`src/hw/rsr_consts.svh`:
```
// Constants of the reset and stop recovery controller
`ifndef RSR_CONSTS_SVH
`define RSR_CONSTS_SVH
`define RSR_OSC_CYCLES 66
`define RSR_CLK_CYCLES 16
`define RSR_OSC_DIV 4
`define RSR_GPIO_W 8
`define RSR_OSC_CNT_W 7
`define RSR_CLK_CNT_W 5
`define RSR_CPU_RESET_B_RST 1'h0
`define RSR_CTRL_RESET_B_RST 1'h0
`endif

```
`src/hw/rsr_pkg.sv`:
```
// Types of the reset and stop recovery controller
`default_nettype none
package rsr_pkg;
	typedef enum logic [1:0] {
		RSR_RUN,
		RSR_OSC_WAIT,
		RSR_CLK_WAIT
	} rsr_state_t;
endpackage
`default_nettype wire

```
`src/hw/rsr_ctrl.sv`:
```
// Reset and stop mode recovery controller
// Summary of operation
// - Power-on, brown-out and a low reset pin each start a system reset.
// - A watchdog time-out resets the chip only if the reset select is set.
// - Bit 0 of the debug control register set to 1 starts a system reset.
// - In stop mode, watchdog, enabled GPIO edge or low debug pin recover.
// - Reset type follows from the operating mode and the source together.
// - The CPU is held for 66 oscillator cycles then 16 clock cycles.
// - Stop recovery resets the CPU, only the watchdog control is updated.
`include "rsr_consts.svh"
`default_nettype none
module rsr_ctrl
	import rsr_pkg::*;
#(
	parameter int GPIO_W     = `RSR_GPIO_W,
	parameter int OSC_CYCLES = `RSR_OSC_CYCLES,
	parameter int CLK_CYCLES = `RSR_CLK_CYCLES,
	parameter int OSC_DIV    = `RSR_OSC_DIV
) (
	// Clock and reset
	input  wire logic              clk,
	input  wire logic              rst_b,
	// System reset sources
	input  wire logic              power_on_evt,
	input  wire logic              brownout_detector,
	input  wire logic              reset_pin_b,
	input  wire logic              watchdog_timeout,
	input  wire logic              watchdog_reset_select,
	input  wire logic              debug_control_reset,
	// Stop mode recovery sources
	input  wire logic              stop_mode,
	input  wire logic [GPIO_W-1:0] gpio_in,
	input  wire logic [GPIO_W-1:0] gpio_wake_en,
	input  wire logic              debug_pin,
	// Reset outputs
	output logic                   cpu_reset_b,
	output logic                   ctrl_reset_b,
	output logic                   watchdog_ctl_update,
	output logic                   stop_recovery
);
	localparam int OW = `RSR_OSC_CNT_W;
	localparam int CW = `RSR_CLK_CNT_W;
	localparam logic [OW-1:0] OSC_LAST = OW'(OSC_CYCLES - 1);
	localparam logic [CW-1:0] CLK_LAST = CW'(CLK_CYCLES - 1);

	generate
		if (OSC_CYCLES < 1 || OSC_CYCLES > (1 << OW)) begin : g_bad_osc
			$error("rsr_ctrl: OSC_CYCLES out of range");
		end
		if (CLK_CYCLES < 1 || CLK_CYCLES > (1 << CW)) begin : g_bad_clk
			$error("rsr_ctrl: CLK_CYCLES out of range");
		end
	endgenerate

	rsr_state_t        state_q;
	rsr_state_t        state_d;
	logic [OW-1:0]     osc_cnt_q;
	logic [OW-1:0]     osc_cnt_d;
	logic [CW-1:0]     clk_cnt_q;
	logic [CW-1:0]     clk_cnt_d;
	logic              cpu_b_q;
	logic              cpu_b_d;
	logic              ctrl_b_q;
	logic              ctrl_b_d;
	logic              smr_q;
	logic              smr_d;
	logic              upd_q;
	logic              upd_d;
	logic [GPIO_W-1:0] gpio_prev_q;
	logic [GPIO_W-1:0] gpio_prev_d;
	logic [GPIO_W-1:0] gpio_edge;
	logic              osc_tick;
	logic              sys_other;
	logic              sys_src;
	logic              smr_src;
	logic              restart;

	rsr_tick_div #(
		.DIV (OSC_DIV)
	) u_osc (
		.clk   (clk),
		.rst_b (rst_b),
		.tick  (osc_tick)
	);

	// Wake edges only count on pins enabled as recovery sources
	genvar gi;
	generate
		for (gi = 0; gi < GPIO_W; gi++) begin : g_edge
			assign gpio_edge[gi] = gpio_wake_en[gi]
				& (gpio_in[gi] ^ gpio_prev_q[gi]);
		end
	endgenerate

	assign sys_other = power_on_evt | brownout_detector
		| ~reset_pin_b | debug_control_reset;
	// In stop the watchdog recovers instead of resetting
	assign sys_src = sys_other | (watchdog_timeout
		& watchdog_reset_select & ~stop_mode);
	assign smr_src = stop_mode & (watchdog_timeout | (|gpio_edge)
		| ~debug_pin);
	// Recovery is taken only from a running CPU; system reset always wins
	assign restart = sys_src | (smr_src & (state_q == RSR_RUN));

	always_comb begin
		state_d     = state_q;
		osc_cnt_d   = osc_cnt_q;
		clk_cnt_d   = clk_cnt_q;
		cpu_b_d     = cpu_b_q;
		ctrl_b_d    = ctrl_b_q;
		smr_d       = smr_q;
		upd_d       = 1'b0;
		gpio_prev_d = gpio_in;
		if (sys_src) begin
			// Held sources such as a low pin keep restarting the count
			state_d   = RSR_OSC_WAIT;
			osc_cnt_d = '0;
			clk_cnt_d = '0;
			cpu_b_d   = 1'b0;
			ctrl_b_d  = 1'b0;
			smr_d     = 1'b0;
		end else if (restart) begin
			state_d   = RSR_OSC_WAIT;
			osc_cnt_d = '0;
			clk_cnt_d = '0;
			cpu_b_d   = 1'b0;
			smr_d     = 1'b1;
			upd_d     = 1'b1;
		end else begin
			case (state_q)
				RSR_OSC_WAIT: begin
					if (osc_tick) begin
						if (osc_cnt_q == OSC_LAST) begin
							state_d   = RSR_CLK_WAIT;
							osc_cnt_d = '0;
						end else begin
							osc_cnt_d = osc_cnt_q + 1'b1;
						end
					end
				end
				RSR_CLK_WAIT: begin
					if (clk_cnt_q == CLK_LAST) begin
						state_d   = RSR_RUN;
						clk_cnt_d = '0;
						cpu_b_d   = 1'b1;
						ctrl_b_d  = 1'b1;
					end else begin
						clk_cnt_d = clk_cnt_q + 1'b1;
					end
				end
				RSR_RUN: begin
					state_d = RSR_RUN;
				end
				default: begin
					state_d = RSR_OSC_WAIT;
				end
			endcase
		end
	end

	// Block reset counts as power-on: full system reset latency
	always_ff @(posedge clk or negedge rst_b) begin
		if (!rst_b) begin
			state_q     <= RSR_OSC_WAIT;
			osc_cnt_q   <= '0;
			clk_cnt_q   <= '0;
			cpu_b_q     <= `RSR_CPU_RESET_B_RST;
			ctrl_b_q    <= `RSR_CTRL_RESET_B_RST;
			smr_q       <= 1'b0;
			upd_q       <= 1'b0;
			gpio_prev_q <= '0;
		end else begin
			state_q     <= state_d;
			osc_cnt_q   <= osc_cnt_d;
			clk_cnt_q   <= clk_cnt_d;
			cpu_b_q     <= cpu_b_d;
			ctrl_b_q    <= ctrl_b_d;
			smr_q       <= smr_d;
			upd_q       <= upd_d;
			gpio_prev_q <= gpio_prev_d;
		end
	end

	assign cpu_reset_b         = cpu_b_q;
	assign ctrl_reset_b        = ctrl_b_q;
	assign watchdog_ctl_update = upd_q;
	assign stop_recovery       = smr_q;

	// Cycles spent in the clock wait phase, for checking only
	logic [7:0] hlp_wait_q;
	always_ff @(posedge clk or negedge rst_b) begin
		if (!rst_b) begin
			hlp_wait_q <= '0;
		end else if (state_q == RSR_CLK_WAIT) begin
			hlp_wait_q <= hlp_wait_q + 8'h01;
		end else begin
			hlp_wait_q <= '0;
		end
	end

	// Oscillator ticks seen since the last restart, for checking only
	logic [7:0] hlp_ticks_q;
	always_ff @(posedge clk or negedge rst_b) begin
		if (!rst_b) begin
			hlp_ticks_q <= '0;
		end else if (restart) begin
			hlp_ticks_q <= '0;
		end else if (osc_tick && state_q == RSR_OSC_WAIT) begin
			hlp_ticks_q <= hlp_ticks_q + 8'h01;
		end
	end
endmodule // rsr_ctrl
`default_nettype wire

```
`src/hw/rsr_tick_div.sv`:
```
// Divider that models the watchdog oscillator as a clock enable
`default_nettype none
module rsr_tick_div #(
	parameter int DIV = 4
) (
	// Clock and reset
	input  wire logic clk,
	input  wire logic rst_b,
	// Enable pulse
	output logic      tick
);
	localparam int W = (DIV > 1) ? $clog2(DIV) : 1;
	localparam logic [W-1:0] LAST = W'(DIV - 1);

	generate
		if (DIV < 2) begin : g_bad
			$error("rsr_tick_div: DIV must be at least 2");
		end
	endgenerate

	logic [W-1:0] cnt_q;
	logic [W-1:0] cnt_d;
	logic         tick_q;
	logic         tick_d;

	always_comb begin
		tick_d = 1'b0;
		cnt_d  = cnt_q + 1'b1;
		if (cnt_q == LAST) begin
			cnt_d  = '0;
			tick_d = 1'b1;
		end
	end

	always_ff @(posedge clk or negedge rst_b) begin
		if (!rst_b) begin
			cnt_q  <= '0;
			tick_q <= 1'b0;
		end else begin
			cnt_q  <= cnt_d;
			tick_q <= tick_d;
		end
	end

	assign tick = tick_q;
endmodule // rsr_tick_div
`default_nettype wire

```
`config.mk`:
```
export PLATFORM = sky130hd
export DESIGN_NAME = rsr_ctrl
export DESIGN_NICKNAME = d
export VERILOG_FILES = /design/src/hw/rsr_pkg.sv /design/src/hw/rsr_ctrl.sv /design/src/hw/rsr_tick_div.sv
export VERILOG_INCLUDE_DIRS = /design/src /design/src/hw
export SDC_FILE = /design/constraint.sdc
export NUM_CORES = 1
export LEC_CHECK = 0
export BUFFER_PORTS_ARGS = -buffer_cell sky130_fd_sc_hd__buf_2
export CORE_ASPECT_RATIO = 1.5
export CORE_MARGIN = 4
export CORE_UTILIZATION = 40
export DETAILED_ROUTE_END_ITERATION = 6
export PLACE_DENSITY = 0.73
export SETUP_SLACK_MARGIN = 0.3
export SLEW_MARGIN = 15
export SYNTH_ARGS = -nofsm -noshare
export SYNTH_HDL_FRONTEND = slang
export SYNTH_HIERARCHICAL = 1
export SYNTH_SLANG_ARGS = --single-unit
```
`constraint.sdc`:
```
create_clock -name clk -period 2 [get_ports clk]
set_clock_uncertainty 0.1 [all_clocks]
set_input_delay 0.3 -clock clk [delete_from_list [all_inputs] [get_ports clk]]
set_output_delay 0.3 -clock clk [all_outputs]
set_load 0.05 [all_outputs]
```
# == After elaboration in Yosys (flattened, before gate mapping) ==
# Cells that the tools add are included.
# word_totals
ff_bits,29
inputBits,26
output_inout_bits,4
word_cells,92
# classes
n_addsub,3
eq_ne,9
n_mux,27
bitwise_logic,30
reduce_logical,13
# op_table
op,count
7-bit two-way mux,5
5-bit two-way mux,4
1-bit AND,12
2-bit two-way mux,6
3-bit nonzero test,4
1-bit two-way mux,11
"4-bit != test, second input constant",2
8-bit OR reduction,1
1-bit XOR,8
"7-bit by 1-bit adder with 7-bit output, second input constant",1
"7-bit == test, second input constant",1
1-bit OR,7
2-bit one-hot mux with 3 select lines,1
3-bit AND reduction,2
2-bit nonzero test,3
"5-bit by 1-bit adder with 5-bit output, second input constant",1
"5-bit by 4-bit == test with 1-bit output, second input constant",1
"2-bit == test, second input constant",2
"4-bit by 3-bit != test with 1-bit output, second input constant",1
2-bit AND reduction,2
1-bit NOT,3
"2-bit by 1-bit adder with 2-bit output, second input constant",1
"2-bit by 1-bit == test with 1-bit output, second input constant",1
2-bit zero test,1
"2-bit != test, second input constant",1

# == Longest topological paths before layout ==
# depth
depth_word,10
ltp_mapped,7
ltp_nobuf,7

# == Hierarchy ==
# The synthesis kept the hierarchy.
# by_module_without_submodules
mod,instances,cells_per_inst,area_each_um2,seq_area_each_um2
rsr_ctrl,1,128,1272.5,651.9
rsr_tick_div,1,5,91.3,75.1

# == Worst setup path before layout ==
# Ideal clock, no wire load.
# synth_path
path_type,input -> register
startpoint,input brownout_detector
endpoint,register osc_cnt_q[4]
t_arrival_ns,1.762
slack_ns,0.046
stages,6
n_path_buf,0
cell_sequence,or4b_4 a31oi_4 and2_4 a21oi_2 or3_1 o31ai_2
# synth_between
elab_chain_cells,7
# synth_lines
item,line_no,source
start: declaration,rsr_ctrl.sv:25,"input wire logic brownout_detector,"
1-bit OR (*),rsr_ctrl.sv:95,assign sys_other = power_on_evt | brownout_detector
1-bit OR (*) (2 in a row),rsr_ctrl.sv:96,| ~reset_pin_b | debug_control_reset;
1-bit OR (*),rsr_ctrl.sv:98,assign sys_src = sys_other | (watchdog_timeout
1-bit OR,rsr_ctrl.sv:103,assign restart = sys_src | (smr_src & (state_q == RSR_RUN));
3-bit nonzero test (no line) / 7-bit two-way mux (equally long branches),--,
2-bit AND reduction (no line) / 7-bit two-way mux (equally long branches),--,
end signal: assignment,rsr_ctrl.sv:174,osc_cnt_q <= osc_cnt_d;
end: declaration,rsr_ctrl.sv:57,logic [OW-1:0] osc_cnt_q;
# Every way passes the cells marked *; elsewhere a longest branch is shown, timed or not.
# A chain may end at the register's enable or synchronous reset.

# == Worst setup path in the final report ==
# layout_path
startpoint,register gpio_prev_q[5]
endpoint,register osc_cnt_q[6]
# layout_between
elab_chain_cells,10
# layout_lines
item,line_no,source
start: declaration,rsr_ctrl.sv:69,logic [GPIO_W-1:0] gpio_prev_q;
start signal: assignment,rsr_ctrl.sv:180,gpio_prev_q <= gpio_prev_d;
1-bit XOR (*),rsr_ctrl.sv:91,& (gpio_in[gi] ^ gpio_prev_q[gi]);
1-bit AND (*),rsr_ctrl.sv:91,
8-bit OR reduction (*),rsr_ctrl.sv:100,assign smr_src = stop_mode & (watchdog_timeout | (|gpio_edge)
1-bit OR (*),rsr_ctrl.sv:100,
1-bit OR (*),rsr_ctrl.sv:101,| ~debug_pin);
1-bit AND (*),rsr_ctrl.sv:100,
1-bit AND (*),rsr_ctrl.sv:103,
1-bit OR (*),rsr_ctrl.sv:103,
3-bit nonzero test (no line) / 7-bit two-way mux (equally long branches),--,
2-bit AND reduction (no line) / 7-bit two-way mux (equally long branches),--,
# Marked as above.

==> out/metrics.yaml <==
outcome: "completed"
max-cap-violations: 0
crit-reg2reg-capture: "osc_cnt_q[6]"
synth-edff-count: 0
crit_buf_inv: 2
vias_per_cell: 5.22
ctsRootBufferMaster: "clkbuf_8"
fin_tns_setup_ps: 0
nets: 211
synth_flop_cell: "dfrtp_1"
fin_crit_sh_pct: 97.0
seq_area_um2: 727
numCtsBuffers: 5
grt_usage_pct: 16.8
hold_viol: 0
rr_startpoint: "gpio_prev_q[5]"
finalMaxSlewViolations: 0
hpwl_um: 2400
max_freq_mhz: 516
cellPowerDensity_mw_per_mm2: 714
setup.worst_path.start_class: "register"
rows: 25
hold_depth: 1
yosys_warnings: 6
synthDistinctLibCells: 33
worst_setup_path_end_kind: "register"
die_w_um: 55.7
synth_area_leader_cell: "dfrtp_1"
maxSlewHeadroom_pct: 58.2
critPathTopFamily: "flip-flops"
seq_area_frac_synth_pct: 53.3
min_path_type: "primary input to register"
drive_above_1_share_pct: 39.6
clkSinkCount: 29
grt_pass1_vias: 1269
multi_input_area_um2: 677
p_leak_nw: 0.849
filler_cell_count: 259
synth_top_area_share_pct: 51.4
wl_per_cell_um: 14.9
syn-num-nets: 163
rsz0062_at_grt: "yes"
drt_iter0_markers: 22
syn-mean-instance-area_um2: 10.3
diodes: 0
crit_path_max_fanout: 8
route.detailed.drc: 0
hold_start: "gpio_in[2]"
path_cells: "xor2_1 -> a22oi_1 -> and3_1 -> a21oi_4 -> buf_4 -> buf_12 -> nor2_1 -> mux2_2"
dr.pass1.iters: 4
antenna_found_initial: 0
clk_pin_slew_worst_paths_ps: 70
ios: 30
hold_ws_ps: 36.1
worst_hold_path.endpoint: "gpio_prev_q[2]"
syn_area_mm2: 0.00136
syn2layout_area_growth_pct: 37.3
cts_tree: "built"
drtAntennaViolNets: 0
tightest_slew_ps: 627
slowest_stage: "dfrtp_1"
dp_cells: 209
wl_um: 3300
critPathRequiredTime_ps: 2080
async_flop_share_pct: 100
crit_type: "register to register"
synth_cells: 133
crit_arrival_ps: 2020
clk_path_buf_depth: 2
globalRouteOverflowTotal: 0
r2r_cells: 8
min_period_ps: 1940
die_area_mm2: 0.00443
place.gp.congestion: 0.870
vias: 1158
final_cells: 222
ir_worst_vdd_mv: 0.625
rrSetupSlack_ps: 60
synthTopCellsByArea: "dfrtp_1, nor2_1, xor2_1, ha_1, nand3_1"
core_area_mm2: 0.00322
clkLatencyLatePin_ps: 290
slowest_delay_ps: 380
h-tree-depth: 2
io_buffers: 29
grt_pass1_wl_um: 5630
finalSetupViolCount: 0
synth_seq_cells: 29
grt_max_degree: 30
die_h_um: 79.5
start_util_pct: 42.3
## layout make-up
cell class	count	area share, %
Sequential cell	29	38.8
Multi-Input combinational cell	95	36.1
Timing Repair Buffer	43	14.6
Clock buffer	6	4.41
Tap cell	40	2.67
Clock inverter	2	2.00
Inverter	7	1.40
## registers in the layout (all words and copies together), names as in the netlist
signal / count
watchdog_ctl_update: 1
osc_cnt_q: 7
stop_recovery: 1
u_osc/tick: 1
state_q: 2
clk_cnt_q: 5
gpio_prev_q: 8
cpu_reset_b: 1
u_osc/cnt_q: 2
ctrl_reset_b: 1
## cells by family after synthesis
group | Yosys count | synth area share, %
XOR/XNOR | 9 | 5.78
flip-flops | 29 | 53.3
AO/OA/AOI/OAI | 25 | 13.7
multiplexers | 2 | 1.56
adder cells (fa/ha/maj) | 4 | 3.67
AND/OR/NAND/NOR | 55 | 19.5
buffers and inverters | 9 | 2.48
## synth_stat cells (2+ instances only)
master	count
clkbuf_1	2
o21ai_0	3
or3_1	4
a31oi_1	2
xor2_1	9
a21o_1	2
ha_1	4
nand3_1	8
a22oi_1	3
a21oi_1	7
nand2_1	10
nor2_1	22
inv_1	7
dfrtp_1	28
a311oi_1	2
nand2b_1	2
and3_1	2
## routing by layer
layer | vias to the layer above | global-route usage (%) | routed length [um] | part of all wire (%)
met5 | - | 0 | 0 | 0
met3 | 11 | 4.69 | 88 | 2.7
met4 | 0 | 11.9 | 102 | 3.1
li1 | 554 | - | - | -
met2 | 16 | 31.2 | 1940 | 59
met1 | 577 | 15.4 | 1170 | 35
## timing repair
item | 4_1_cts | 5_1_grt
hold endpoints to repair | 28 | 0
hold buffers | 1 | 0
pin swaps | 3 | 6
cloned | 0 | 0
resized for setup | 4 | 20
endpoints found under the setup margin | 15 | 15
buffers inserted | 1 | 3
## where the power goes
group          internal (mW)  total, mW  switching [mW]
Sequential             0.595      0.600         0.00481
Combinational         0.0495     0.0987          0.0492
Clock                  0.404      0.638           0.233
## cell usage in the layout, fill, tap and decap left out, types with 2 or more instances in the layout
master,synthesis,final
buf_2,0,29
dfrtp_1,28,28
nor2_1,22,17
buf_4,0,10
xor2_1,9,9
nand2_1,10,9
inv_1,7,7
nand3_1,8,7
clkbuf_8,0,6
a21oi_1,7,4
ha_1,4,4
a22oi_1,3,3
or3_1,4,3
a21oi_2,1,3
o21ai_0,3,3
nor2_4,0,3
nand2b_1,2,2
and3_1,2,2
a21o_1,2,2
a31oi_1,2,2
a311oi_2,0,2
nor2_2,0,2
buf_6,0,2
## worst max-delay path by stage
stage / from / endpoint / slack (ps) / cells past startpoint
after detailed placement: brownout_detector / osc_cnt_q[4] / -100 / 7
final: gpio_prev_q[5] / osc_cnt_q[6] / 60 / 8
after CTS: gpio_prev_q[6] / osc_cnt_q[4] / 80 / 7
after global placement: brownout_detector / osc_cnt_q[4] / -40 / 7
after floorplan: brownout_detector / osc_cnt_q[4] / 90 / 6
after global routing: gpio_prev_q[6] / osc_cnt_q[5] / -120 / 7
## through the flow
step | total power [mW] | setup WS (ps) | utilization, % | cell area [um2]
5_1_grt | 1.39 | -119 | 58.1 | 1870
2_1_floorplan | 0.640 | 85.1 | - | 1370
3_3_place_gp | 0.690 | -44.0 | 50.3 | 1620
4_1_cts | 1.34 | 84.7 | 55.0 | 1770
6_report | 1.34 | 60.2 | 58.1 | 1870
3_5_place_dp | 0.696 | -102 | 50.3 | 1620
Note: power is estimated with default switching activity, not from simulation.
